==> src/acls_pkg.sv <==
// Package: constants, opcodes and helpers of the accumulator load/store unit
// Contract
// - Double-word load fills all 32 bits from two words or an immediate.
// - Negative flag follows the sign of every loaded accumulator value.
// - Zero-load flag is set when a load puts zero in the accumulator.
// - A load after a load in the same scan pushes the old accumulator before writing.
// - Bit-field load gathers one to thirty-two adjacent discrete bits.
// - Accumulator bits above the bit-field count are zero.
// - Octal-converted load turns an octal operand into a 16-bit binary.
// - Indexed load reads word at base plus top stack entry offset.
// - Indexed load forces the upper accumulator half to zero.
// - Constant-table load picks an area constant by stack top, low half.
// - Real load moves a float from two words or an immediate.
// - Real operands are 32-bit IEEE values, in two words or one immediate.
// - Word store writes low accumulator half, direct or via pointer.
// - Eight-entry stack; push shifts down and drops the deepest entry.
// - A store cancels the pending push for the next load.
// - Accumulator clears to zero at every scan end.
package acls_pkg;

	localparam int          ACLS_ACC_W       = 32;
	localparam int          ACLS_WORD_W      = 16;
	localparam int          ACLS_STACK_DEPTH = 8;
	localparam int          ACLS_CNT_W       = 6;
	localparam logic [5:0]  ACLS_BF_LAST_IDX = 6'h1f;
	localparam logic [31:0] ACLS_ACC_RESET   = 32'h0000_0000;
	localparam logic [15:0] ACLS_WORD_STEP   = 16'h0001;
	localparam logic [5:0]  ACLS_IDX_STEP    = 6'h01;

	// Instruction codes from the sequencer
	typedef enum logic [2:0] {
		OP_DOUBLE  = 3'h0,
		OP_BITS    = 3'h1,
		OP_OCTAL   = 3'h2,
		OP_INDEXED = 3'h3,
		OP_TABLE   = 3'h4,
		OP_REAL    = 3'h5,
		OP_STORE   = 3'h6
	} acls_op_t;

	// Every instruction but the store counts as a load
	function automatic logic acls_is_load(input acls_op_t op);
		acls_is_load = (op != OP_STORE);
	endfunction : acls_is_load

	// Octal digits come one per nibble; keep three bits of each
	function automatic logic [15:0] acls_oct2bin(input logic [31:0] v);
		logic [17:0] b;
		b = {v[22:20], v[18:16], v[14:12], v[10:8], v[6:4], v[2:0]};
		acls_oct2bin = b[15:0];
	endfunction : acls_oct2bin

endpackage : acls_pkg

==> src/acls_stk_if.sv <==
// Interface: link between the load/store control and the accumulator stack
`timescale 1ns/1ps
interface acls_stk_if
	import acls_pkg::*;
	#(parameter int WIDTH = ACLS_ACC_W);

	logic             push;
	logic [WIDTH-1:0] push_data;
	logic [WIDTH-1:0] top;
	logic [WIDTH-1:0] second;

	modport ctrl (output push, output push_data, input top, input second);
	modport stack (input push, input push_data, output top, output second);

endinterface : acls_stk_if

==> src/acls_stack.sv <==
// Eight-level accumulator stack, push only
`timescale 1ns/1ps
module acls_stack
	import acls_pkg::*;
	#(
	parameter int DEPTH = ACLS_STACK_DEPTH,
	parameter int WIDTH = ACLS_ACC_W
	)
	(
	// Clock and reset
	input wire logic clk,
	input wire logic rstn,
	// Control side
	acls_stk_if.stack stk
	);

	logic [WIDTH-1:0] lvl_q [DEPTH];
	logic [WIDTH-1:0] lvl_d [DEPTH];

	// Push shifts every level down; deepest entry falls off
	always_comb
	begin
		for (int i = 0; i < DEPTH; i++)
			lvl_d[i] = lvl_q[i];
		if (stk.push)
		begin
			lvl_d[0] = stk.push_data;
			for (int i = 1; i < DEPTH; i++)
				lvl_d[i] = lvl_q[i-1];
		end
	end

	always_ff @(posedge clk or negedge rstn)
	begin
		if (!rstn)
		begin
			for (int i = 0; i < DEPTH; i++)
				lvl_q[i] <= ACLS_ACC_RESET;
		end
		else
		begin
			for (int i = 0; i < DEPTH; i++)
				lvl_q[i] <= lvl_d[i];
		end
	end

	assign stk.top    = lvl_q[0];
	assign stk.second = lvl_q[1];
endmodule : acls_stack

==> src/acls_unit.sv <==
// Accumulator load/store unit: control, accumulator and status flags
`timescale 1ns/1ps
module acls_unit
	import acls_pkg::*;
	(
	// Clock and reset
	input  wire logic        clk,
	input  wire logic        rstn,
	// Instruction sequencer
	input  wire logic        op_valid,
	output logic             op_ready,
	input  wire acls_op_t    op_code,
	input  wire logic        op_imm,
	input  wire logic [15:0] op_addr,
	input  wire logic [31:0] op_operand,
	input  wire logic [5:0]  op_count,
	output logic             op_done,
	input  wire logic        scan_end,
	// Word data memory and constant data area
	output logic             mem_re,
	output logic             mem_we,
	output logic [15:0]      mem_addr,
	output logic [15:0]      mem_wdata,
	output logic             mem_const_sel,
	output logic [15:0]      mem_area,
	input  wire logic [15:0] mem_rdata,
	// Discrete bit memory
	output logic             bit_re,
	output logic [15:0]      bit_addr,
	input  wire logic        bit_rdata,
	// Accumulator and status
	output logic [31:0]      acc,
	output logic             negative_flag,
	output logic             zero_load_flag
	);

	typedef enum logic [6:0] {
		ST_IDLE = 7'b0000001,
		ST_RD0  = 7'b0000010,
		ST_RD1  = 7'b0000100,
		ST_RD2  = 7'b0001000,
		ST_BITR = 7'b0010000,
		ST_BITC = 7'b0100000,
		ST_WR   = 7'b1000000
	} acls_state_t;

	acls_state_t st_q, st_d;
	acls_op_t    op_q, op_d;
	logic [31:0] acc_q, acc_d, fld_q, fld_d;
	logic [15:0] addr_q, addr_d, area_q, area_d, lo_q, lo_d;
	logic [5:0]  cnt_q, cnt_d, idx_q, idx_d;
	logic        neg_q, neg_d, zero_q, zero_d, pend_q, pend_d;
	logic        ld_done_q, ld_done_d, st_done_q, st_done_d;
	logic        commit;
	logic [31:0] val;
	logic [15:0] offset;

	acls_stk_if #(.WIDTH(ACLS_ACC_W)) stk ();

	acls_stack #(.DEPTH(ACLS_STACK_DEPTH), .WIDTH(ACLS_ACC_W)) i_acls_stack (
		.clk  (clk),
		.rstn (rstn),
		.stk  (stk.stack)
	);

	// Offset is the stack top after this load's push, so bypass the acc
	assign offset = pend_q ? acc_q[15:0] : stk.top[15:0];

	// Sequencing, accumulator and flag update
	always_comb
	begin
		st_d      = st_q;
		op_d      = op_q;
		acc_d     = acc_q;
		fld_d     = fld_q;
		addr_d    = addr_q;
		area_d    = area_q;
		lo_d      = lo_q;
		cnt_d     = cnt_q;
		idx_d     = idx_q;
		neg_d     = neg_q;
		zero_d    = zero_q;
		pend_d    = pend_q;
		ld_done_d = 1'b0;
		st_done_d = 1'b0;
		commit    = 1'b0;
		val       = ACLS_ACC_RESET;
		stk.push      = 1'b0;
		stk.push_data = acc_q;
		case (st_q)
			ST_IDLE:
				if (op_valid)
				begin
					op_d  = op_code;
					cnt_d = op_count;
					idx_d = '0;
					fld_d = ACLS_ACC_RESET;
					// Old value goes down only if no store came between
					stk.push = acls_is_load(op_code) && pend_q;
					case (op_code)
						OP_DOUBLE, OP_REAL:
							if (op_imm)
							begin
								commit = 1'b1;
								val    = op_operand;
							end
							else
							begin
								addr_d = op_addr;
								st_d   = ST_RD0;
							end
						OP_OCTAL:
						begin
							commit = 1'b1;
							val    = {16'h0000, acls_oct2bin(op_operand)};
						end
						OP_INDEXED:
						begin
							addr_d = 16'(op_addr + offset);
							st_d   = ST_RD0;
						end
						OP_TABLE:
						begin
							addr_d = offset;
							area_d = op_addr;
							st_d   = ST_RD0;
						end
						OP_BITS:
						begin
							addr_d = op_addr;
							st_d   = ST_BITR;
						end
						OP_STORE:
						begin
							pend_d = 1'b0;
							addr_d = op_addr;
							st_d   = op_imm ? ST_RD0 : ST_WR;
						end
						default: st_d = ST_IDLE;
					endcase
				end
			ST_RD0:
			begin
				if (op_q == OP_DOUBLE || op_q == OP_REAL)
					addr_d = 16'(addr_q + ACLS_WORD_STEP);
				st_d = ST_RD1;
			end
			ST_RD1:
				if (op_q == OP_DOUBLE || op_q == OP_REAL)
				begin
					lo_d = mem_rdata;
					st_d = ST_RD2;
				end
				else if (op_q == OP_STORE)
				begin
					addr_d = mem_rdata;
					st_d   = ST_WR;
				end
				else
				begin
					commit = 1'b1;
					val    = {16'h0000, mem_rdata};
				end
			ST_RD2:
			begin
				commit = 1'b1;
				val    = {mem_rdata, lo_q};
			end
			ST_BITR: st_d = ST_BITC;
			ST_BITC:
			begin
				// Start bit to bit 0; untouched positions stay zero
				fld_d = fld_q | ({31'h0, bit_rdata} << idx_q);
				if (idx_q + ACLS_IDX_STEP >= cnt_q || idx_q == ACLS_BF_LAST_IDX)
				begin
					commit = 1'b1;
					val    = fld_d;
				end
				else
				begin
					idx_d  = 6'(idx_q + ACLS_IDX_STEP);
					addr_d = 16'(addr_q + ACLS_WORD_STEP);
					st_d   = ST_BITR;
				end
			end
			ST_WR:
			begin
				st_done_d = 1'b1;
				st_d      = ST_IDLE;
			end
			default: st_d = ST_IDLE;
		endcase
		if (commit)
		begin
			acc_d     = val;
			neg_d     = val[31];
			zero_d    = (val == ACLS_ACC_RESET);
			pend_d    = 1'b1;
			ld_done_d = 1'b1;
			st_d      = ST_IDLE;
		end
		// Scan end wins over a finishing load; flags keep the loaded value
		if (scan_end)
		begin
			acc_d  = ACLS_ACC_RESET;
			pend_d = 1'b0;
		end
	end

	always_ff @(posedge clk or negedge rstn)
	begin
		if (!rstn)
		begin
			st_q      <= ST_IDLE;
			op_q      <= OP_DOUBLE;
			acc_q     <= ACLS_ACC_RESET;
			fld_q     <= ACLS_ACC_RESET;
			addr_q    <= '0;
			area_q    <= '0;
			lo_q      <= '0;
			cnt_q     <= '0;
			idx_q     <= '0;
			neg_q     <= 1'b0;
			zero_q    <= 1'b0;
			pend_q    <= 1'b0;
			ld_done_q <= 1'b0;
			st_done_q <= 1'b0;
		end
		else
		begin
			st_q      <= st_d;
			op_q      <= op_d;
			acc_q     <= acc_d;
			fld_q     <= fld_d;
			addr_q    <= addr_d;
			area_q    <= area_d;
			lo_q      <= lo_d;
			cnt_q     <= cnt_d;
			idx_q     <= idx_d;
			neg_q     <= neg_d;
			zero_q    <= zero_d;
			pend_q    <= pend_d;
			ld_done_q <= ld_done_d;
			st_done_q <= st_done_d;
		end
	end

	// Strobes decode from state; address and data come from flops
	assign op_ready       = (st_q == ST_IDLE);
	assign op_done        = ld_done_q | st_done_q;
	assign mem_re         = (st_q == ST_RD0) || (st_q == ST_RD1 &&
	                        (op_q == OP_DOUBLE || op_q == OP_REAL));
	assign mem_we         = (st_q == ST_WR);
	assign mem_addr       = addr_q;
	assign mem_wdata      = acc_q[15:0];
	assign mem_const_sel  = (op_q == OP_TABLE) && (st_q != ST_IDLE);
	assign mem_area       = area_q;
	assign bit_re         = (st_q == ST_BITR);
	assign bit_addr       = addr_q;
	assign acc            = acc_q;
	assign negative_flag  = neg_q;
	assign zero_load_flag = zero_q;
endmodule : acls_unit

==> config.mk <==
export PLATFORM = sky130hd
export DESIGN_NAME = acls_unit
export DESIGN_NICKNAME = d
export VERILOG_FILES = /design/src/acls_pkg.sv /design/src/acls_stk_if.sv /design/src/acls_stack.sv /design/src/acls_unit.sv
export SDC_FILE = /design/constraint.sdc
export NUM_CORES = 1
export LEC_CHECK = 0
export BUFFER_PORTS_ARGS = -buffer_cell sky130_fd_sc_hd__buf_4
export CAP_MARGIN = 20
export CORE_MARGIN = 2
export CORE_UTILIZATION = 60
export CTS_BUF_LIST = sky130_fd_sc_hd__clkbuf_16
export DETAILED_ROUTE_END_ITERATION = 16
export PLACE_DENSITY = 0.84
export SYNTH_ARGS = -nofsm -noshare
export SYNTH_HDL_FRONTEND = slang
export SYNTH_SLANG_ARGS = --single-unit
export TNS_END_PERCENT = 100
==> constraint.sdc <==
create_clock -name clk -period 5.96 [get_ports clk]
set_input_delay 0.298 -clock clk [delete_from_list [all_inputs] [get_ports clk]]
set_output_delay 0.298 -clock clk [all_outputs]
set_load 0.02 [all_outputs]
==> flow_metrics.py, run 1 <==
metrics = {
    "critical_path": {
        "r2r-end": "bit_addr[13]",
        "crit_start": "idx_q[2]",
        "slowest_delay_ns": 0.66,
        "critical_path.endpoint_type": "flip-flop",
        "rr_worst_depth": 13,
        "critical_path.slowest_cell": "or4b_2",
        "cp.arrival_ns": 4.18,
        "startpoint_type": "flip-flop",
        "r2r-start": "idx_q[2]",
        "path_delay_family": "simple AND/OR/NAND/NOR gates",
        "crit_type": "reg2reg",
        "rrSetupSlack_ns": 2.15,
        "critPathBufInv": 2,
        "cp_max_fo": 33,
        "cp_data_required_time_ns": 6.32,
        "path_cells": "nand3_1, nor2_1, xor2_1, ha_1, a21oi_1, o31a_1, o31ai_2, buf_4, nand2_1, o2111ai_2, buf_4, or4b_2, nand3_1",
    },
    "logic_synthesis": {
        "ys.flop_type": "dfrtp_1",
        "syn_area_per_cell_um2": 9.44,
        "synth_area_leaders": "dfrtp_1, mux2_2, a21oi_1",
        "postSynthCellCount": 980,
        "ys_ff_latch": 155,
        "synth_edf_count": 0,
        "synth_top_area_share_pct": 41.7,
        "synth-simple-area-share_pct": 15.7,
        "seq_area_frac_synth_pct": 42.0,
        "synth_xor_area_share_pct": 2.37,
        "syn-cell-area_um2": 9250,
        "synth_area_leader_cell": "dfrtp_1",
        "yosys_warnings": 0,
        "yosysUniqueCellTypes": 68,
        "synthMuxAreaShare_pct": 8.10,
        "async_flop_share_pct": 100,
        "synth_fp_nets": 1083,
        "synth-compound-area-share_pct": 22.6,
        "synth_adder_area_share_pct": 3.33,
        "synth_top_family_by_area": "compound AO/OA/AOI/OAI gates",
    },
    "die": {
        "num_rows": 45,
        "boundaryPins": 183,
        "die_x_um": 128,
        "initial_core_util_pct": 61.1,
        "core_um2": 15100,
        "die_h_um": 128,
        "dieArea_um2": 16400,
    },
    "global_routing": {
        "grt_pass1_wl_um": 44600,
        "antenna_found_initial": 0,
        "grt_pass1_vias": 8064,
        "met1_usage_pct": 49.3,
        "met2_usage_pct": 53.5,
        "use_met3_pct": 10.6,
        "grt_overflow_total": 0,
        "busiest_layer": "met2",
        "grt.total_usage_pct": 35.9,
        "grt_max_degree": 89,
    },
    "sta": {
        "drv_slew": 0,
        "setup_tns_ns": 0,
        "setup_viol": 0,
        "min_period_over_period_pct": 64.0,
        "fmax_mhz": 262,
        "skew_ns": 0.00883,
        "relSlewSlack_pct": 26.0,
        "rsz0062_at_grt": "false",
        "whs_ns": 0.0669,
        "worstMarginPinSlew_ns": 1.11,
        "finalHoldViolations": 0,
        "layout_min_cycle_time_ns": 3.81,
    },
    "worst_hold_path": {
        "hold_path_depth": 3,
        "min_to": "cnt_q[0]",
        "hp-class": "in2reg",
        "min_from": "op_count[0]",
    },
    "power_and_ir_drop": {
        "p_int_mw": 2.34,
        "power.total_mw": 3.70,
        "combPwrFrac_pct": 32.8,
        "p_sw_mw": 1.37,
        "ir_drop_mv": 0.242,
        "pwr-share-clk_pct": 28.5,
        "p_leak_nw": 5.37,
        "p_per_area_nw_per_um2": 335,
        "pwr-share-seq_pct": 38.7,
        "swShare_pct": 36.9,
    },
    "final_layout": {
        "seqCellArea_um2": 3880,
        "nets": 1204,
        "final_cell_mix": "buf_4, dfrtp_1, nand2_1, a21oi_1, nor2_1",
        "final_common_cell": "buf_4",
        "area_delta_synth_final_pct": 19.6,
        "drive_gt1_share_pct": 27.8,
        "antenna_cells": 0,
        "multi_input_area_um2": 4830,
        "layout.cells.non_filler": 1301,
        "nFillCells": 1108,
    },
    "route": {
        "vias": 8728,
        "wl_um": 29200,
        "final_antenna_net_count": 0,
        "drc": 0,
        "drtPass1Iterations": 14,
        "avgRoutedWirePerCell_um": 22.4,
        "drt_iter0_drc": 1492,
        "viasPerCell": 6.71,
    },
    "job": {
        "drv_cap": 0,
    },
    "clock_network": {
        "clkSlewWorstSetupHoldPaths_ns": 0.06,
        "cts_buffers": 17,
        "cts_root_buf": "clkbuf_16",
        "cts_sinks": 155,
        "cts_tree": "yes",
        "h-tree-depth": 4,
        "clkLatencyLatePin_ns": 0.43,
        "clockBufferDepth": 2,
    },
    "placement": {
        "globalplace.congestion": 0.966,
        "dp.cells": 1268,
        "place_hpwl_um": 20900,
        "port_buffers": 182,
    },
    "run_status": {
        "status": "completed",
    },
}
## kinds of logic after synthesis
family | Yosys count
xor gates and xnor gates | 25
DFF | 155
and+or+nand+nor | 293
muxes | 67
AOI/OAI and AO/OA | 305
adders and majority gates | 24
buffers and inverters | 111
## layout make-up
cell class              count  share of cell area (%)
inverters                  16                   0.543
clock buffers              17                    3.85
well taps                 188                    2.13
multi-input cells         714                    43.7
repair buffers            197                    13.5
clock inverters            14                    1.26
flip-flops and latches    155                    35.1
## registers in the layout (all words and copies together), names as in the netlist
signal and count:
zero_load_flag 1, bit_addr 16, acc 32, st_q 7, lo_q 16, i_acls_stack.stk.top 16
mem_area 16, op_q 3, fld_q 32, cnt_q 6, pend_q 1, ld_done_q 1
idx_q 6, st_done_q 1, negative_flag 1
## worst max-delay path by stage
stage	endpoint	slack, ns	cells after the start
floorplan	bit_addr[13]	2.63	12
global placement	bit_addr[13]	2.41	11
detailed placement	bit_addr[13]	2.28	13
CTS	bit_addr[13]	2.22	13
global route	bit_addr[13]	1.87	13
finish	bit_addr[13]	2.15	13
## through the flow
stage	instance area (um2)	setup slack (ns)	util [%]
floorplan	9250	2.63	-
global placement	10500	2.41	69.1
detailed placement	10500	2.28	69.1
CTS	11000	2.22	72.9
global route	11100	1.87	73.0
finish	11100	2.15	73.0
## Yosys cell counts, types with 7 or more instances
master	number
a21o_1	27
a21oi_1	88
a221oi_1	8
a222oi_1	21
a22o_1	9
a22oi_1	36
a31oi_1	7
and2_1	7
and3_1	7
buf_2	7
buf_4	33
clkbuf_1	52
dfrtp_1	154
ha_1	23
inv_1	16
mux2_2	63
nand2_1	105
nand2b_1	7
nand3_1	18
nand4_1	8
nor2_1	66
nor2b_1	11
nor3_1	17
nor3b_1	11
nor4_1	7
o211a_1	11
o21ai_0	50
xnor2_1	11
xor2_1	14
## routing by layer
layer	vias up	wire length, um
li1	3842	-
met1	4119	11100
met2	642	12900
met3	125	3700
met4	0	1500
met5	-	0
## repair_timing
action | 4_1_cts | 5_1_grt
gates resized for setup | 0 | 0
buffers inserted | 0 | 0
hold buffers | 1 | 0
hold endpoints to repair | 86 | 0
## worst register-to-register path, delay by kind of cell, from the launching register on
kind | cells | cell delay [ns]
AOI/OAI and AO/OA | 4 | 0.56
xor gates and xnor gates | 1 | 0.18
adders and majority gates | 1 | 0.26
buffers and inverters | 2 | 0.50
DFF | 1 | 0.63
and+or+nand+nor | 5 | 1.62
## power groups by stage
| stage | clock network (mW) | logic, mW | registers, mW |
|---|---|---|---|
| final | 1.06 | 1.21 | 1.43 |
| after global routing | 1.12 | 1.30 | 1.45 |
| after CTS | 1.06 | 1.21 | 1.43 |
| after detailed placement | 0 | 1.20 | 1.44 |
| after global placement | 0 | 1.18 | 1.44 |
| after floorplan | 0 | 0.656 | 1.53 |
(Power assumes the default switching activity.)
==> run 2, diff against run 1 <==
- ABC_AREA: unset -> 1
- CORE_UTILIZATION: 60 -> 51
- PLACE_DENSITY: 0.84 -> 0.75
- clock period: 5.96 -> 3.3 ns (I/O delays scaled with it)
==> flow_metrics.py, run 2 <==
metrics = {
    "run_status": {
        "status": "completed",
    },
    "sta": {
        "whs_ns": 0.0162,
        "setup_viol": 0,
        "worstMarginPinSlew_ns": 0.758,
        "drv_slew": 0,
        "min_period_over_period_pct": 89.2,
        "layout_setup_ws_ns": 0.356,
        "rsz0062_at_grt": "false",
        "fmax_mhz": 340,
        "finalHoldViolations": 0,
        "layout_min_cycle_time_ns": 2.94,
        "setup_tns_ns": 0,
        "skew_ns": 0.00877,
        "relSlewSlack_pct": 49.5,
    },
    "final_layout": {
        "postLayoutCoreUtil_pct": 63.7,
        "drive_gt1_share_pct": 18.4,
        "final_cell_mix": "nand2_1, buf_4, o21ai_0, inv_1, dfrtp_1",
        "antenna_cells": 0,
        "nets": 1652,
        "area_delta_synth_final_pct": 21.8,
        "final_common_cell": "nand2_1",
        "nFillCells": 1682,
    },
    "logic_synthesis": {
        "synth.most_common_cell": "nand2_1",
        "synth_area_leader_cell": "dfrtp_1",
        "async_flop_share_pct": 100,
        "postSynthCellCount": 1390,
        "ys.flop_type": "dfrtp_1",
        "synth_edf_count": 0,
        "yosys_warnings": 0,
        "synth_fp_nets": 1493,
        "synth_top_area_share_pct": 39.3,
        "synth_area_leaders": "dfrtp_1, nand2_1, o21ai_0",
        "yosysUniqueCellTypes": 51,
        "ys_ff_latch": 155,
        "syn_area_per_cell_um2": 7.06,
        "seq_area_frac_synth_pct": 39.5,
        "syn-cell-area_um2": 9810,
        "yosys-top-cells-count": "nand2_1, o21ai_0, inv_1, dfrtp_1, nor2_1",
    },
    "clock_network": {
        "cts_sinks": 155,
        "clkLatencyLatePin_ns": 0.44,
        "cts_root_buf": "clkbuf_16",
        "clkSlewWorstSetupHoldPaths_ns": 0.06,
        "h-tree-depth": 4,
        "clockBufferDepth": 2,
        "cts_tree": "yes",
        "cts_buffers": 17,
    },
    "critical_path": {
        "startpoint_type": "flip-flop",
        "cp.arrival_ns": 3.27,
        "r2r-end": "bit_addr[1]",
        "rrSetupSlack_ns": 0.36,
        "rr_worst_depth": 18,
        "critical_path.endpoint_type": "flip-flop",
        "crit_type": "reg2reg",
        "cp_data_required_time_ns": 3.63,
        "cp_max_fo": 13,
        "r2r-start": "idx_q[0]",
    },
    "global_routing": {
        "grt_pass1_wl_um": 50500,
        "grt.total_usage_pct": 32.3,
        "grt_overflow_total": 0,
        "grt_pass1_vias": 9382,
        "antenna_found_initial": 0,
        "grt_max_degree": 82,
    },
    "die": {
        "core_um2": 18800,
        "num_rows": 50,
        "boundaryPins": 183,
        "die_h_um": 143,
        "die_x_um": 143,
        "dieArea_um2": 20400,
        "initial_core_util_pct": 52.3,
    },
    "power_and_ir_drop": {
        "p_per_area_nw_per_um2": 692,
        "p_leak_nw": 6.07,
        "ir_drop_mv": 0.399,
    },
    "worst_hold_path": {
        "hp-class": "in2reg",
        "min_to": "lo_q[7]",
        "min_from": "mem_rdata[7]",
        "hold_path_depth": 3,
    },
    "placement": {
        "place_hpwl_um": 24700,
        "pre_cts_ws_ns": 0.267,
        "globalplace.congestion": 0.998,
        "port_buffers": 182,
    },
    "route": {
        "wl_met1_um": 13200,
        "avgRoutedWirePerCell_um": 18.0,
        "drtPass1Iterations": 8,
        "drt_iter0_drc": 874,
        "vias": 10117,
        "final_antenna_net_count": 0,
        "drc": 0,
        "wl_met3_um": 2680,
        "viasPerCell": 5.63,
        "dr.max_layer_used": "met4",
        "wl_met2_um": 15300,
        "wl_um": 32300,
    },
    "job": {
        "drv_cap": 0,
    },
}
## run 2: layout make-up
class                      instances  area (um2)  area share (%)
tap                              234         293            2.45
clock buffer                      17         425            3.56
multi-input combinational        976        4780            40.0
inverter                         179         677            5.67
timing repair buffer             220        1700            14.2
clock inverter                    15         198            1.65
sequential                       155        3880            32.5
## run 2: cells by family after synthesis
| kind of cell | Yosys count | synth area share, % |
|---|---|---|
| XOR/XNOR | 3 | 0.268 |
| buffers and inverters | 259 | 11.9 |
| AO/OA/AOI/OAI | 284 | 16.2 |
| flip-flops | 155 | 39.5 |
| adder cells (fa/ha/maj) | 24 | 3.14 |
| AND/OR/NAND/NOR | 660 | 28.4 |
| multiplexers | 5 | 0.574 |
## run 2: where the power goes
group | total, mW | switching (mW) | internal (mW)
Combinational | 3.45 | 2.20 | 1.25
Clock | 2.11 | 0.841 | 1.27
Sequential | 2.71 | 0.345 | 2.36
## run 2: how the worst max path moves through the flow
stage	from	endpoint	cells after the start
2_1_floorplan	idx_q[2]	bit_addr[8]	21
3_3_place_gp	idx_q[1]	zero_load_flag	21
3_5_place_dp	idx_q[1]	zero_load_flag	21
4_1_cts	idx_q[1]	zero_load_flag	21
5_1_grt	idx_q[0]	zero_load_flag	21
6_report	idx_q[0]	bit_addr[1]	18
## run 2: critical path: stages, from the launching register on
cell,delay (ns)
dfrtp_1,0.41
inv_1,0.12
nor2_1,0.11
nand2_1,0.08
o21ai_0,0.16
o21a_1,0.15
inv_1,0.04
ha_1,0.28
nand2_1,0.08
inv_1,0.05
a21oi_2,0.17
nand3_4,0.15
nand2_4,0.13
inv_4,0.07
a211oi_2,0.18
nand2_2,0.07
inv_1,0.31
nand3_1,0.13
o21a_1,0.13
## run 2: what timing repair did
item                                    CTS  global route
hold endpoints to repair                 90             0
setup buffers                             0             0
hold buffers                             14             0
resized for setup                         0             6
endpoints found under the setup margin    0            14
## run 2: metrics by stage
| step | cells | power (mW) | area, um2 |
|---|---|---|---|
| finish | 1796 | 8.26 | 11900 |
| global route | 1796 | 8.78 | 11900 |
| CTS | 1796 | 8.25 | 11900 |
| detailed placement | 1750 | 6.12 | 11200 |
| global placement | 1750 | 6.05 | 11200 |
| floorplan | 1390 | 5.01 | 9810 |
## run 2: routing by layer
layer	global-route usage, %	vias up
li1	-	4804
met1	42.7	4705
met3	5.57	69
met2	53.3	539
met5	0	-
met4	12.2	0
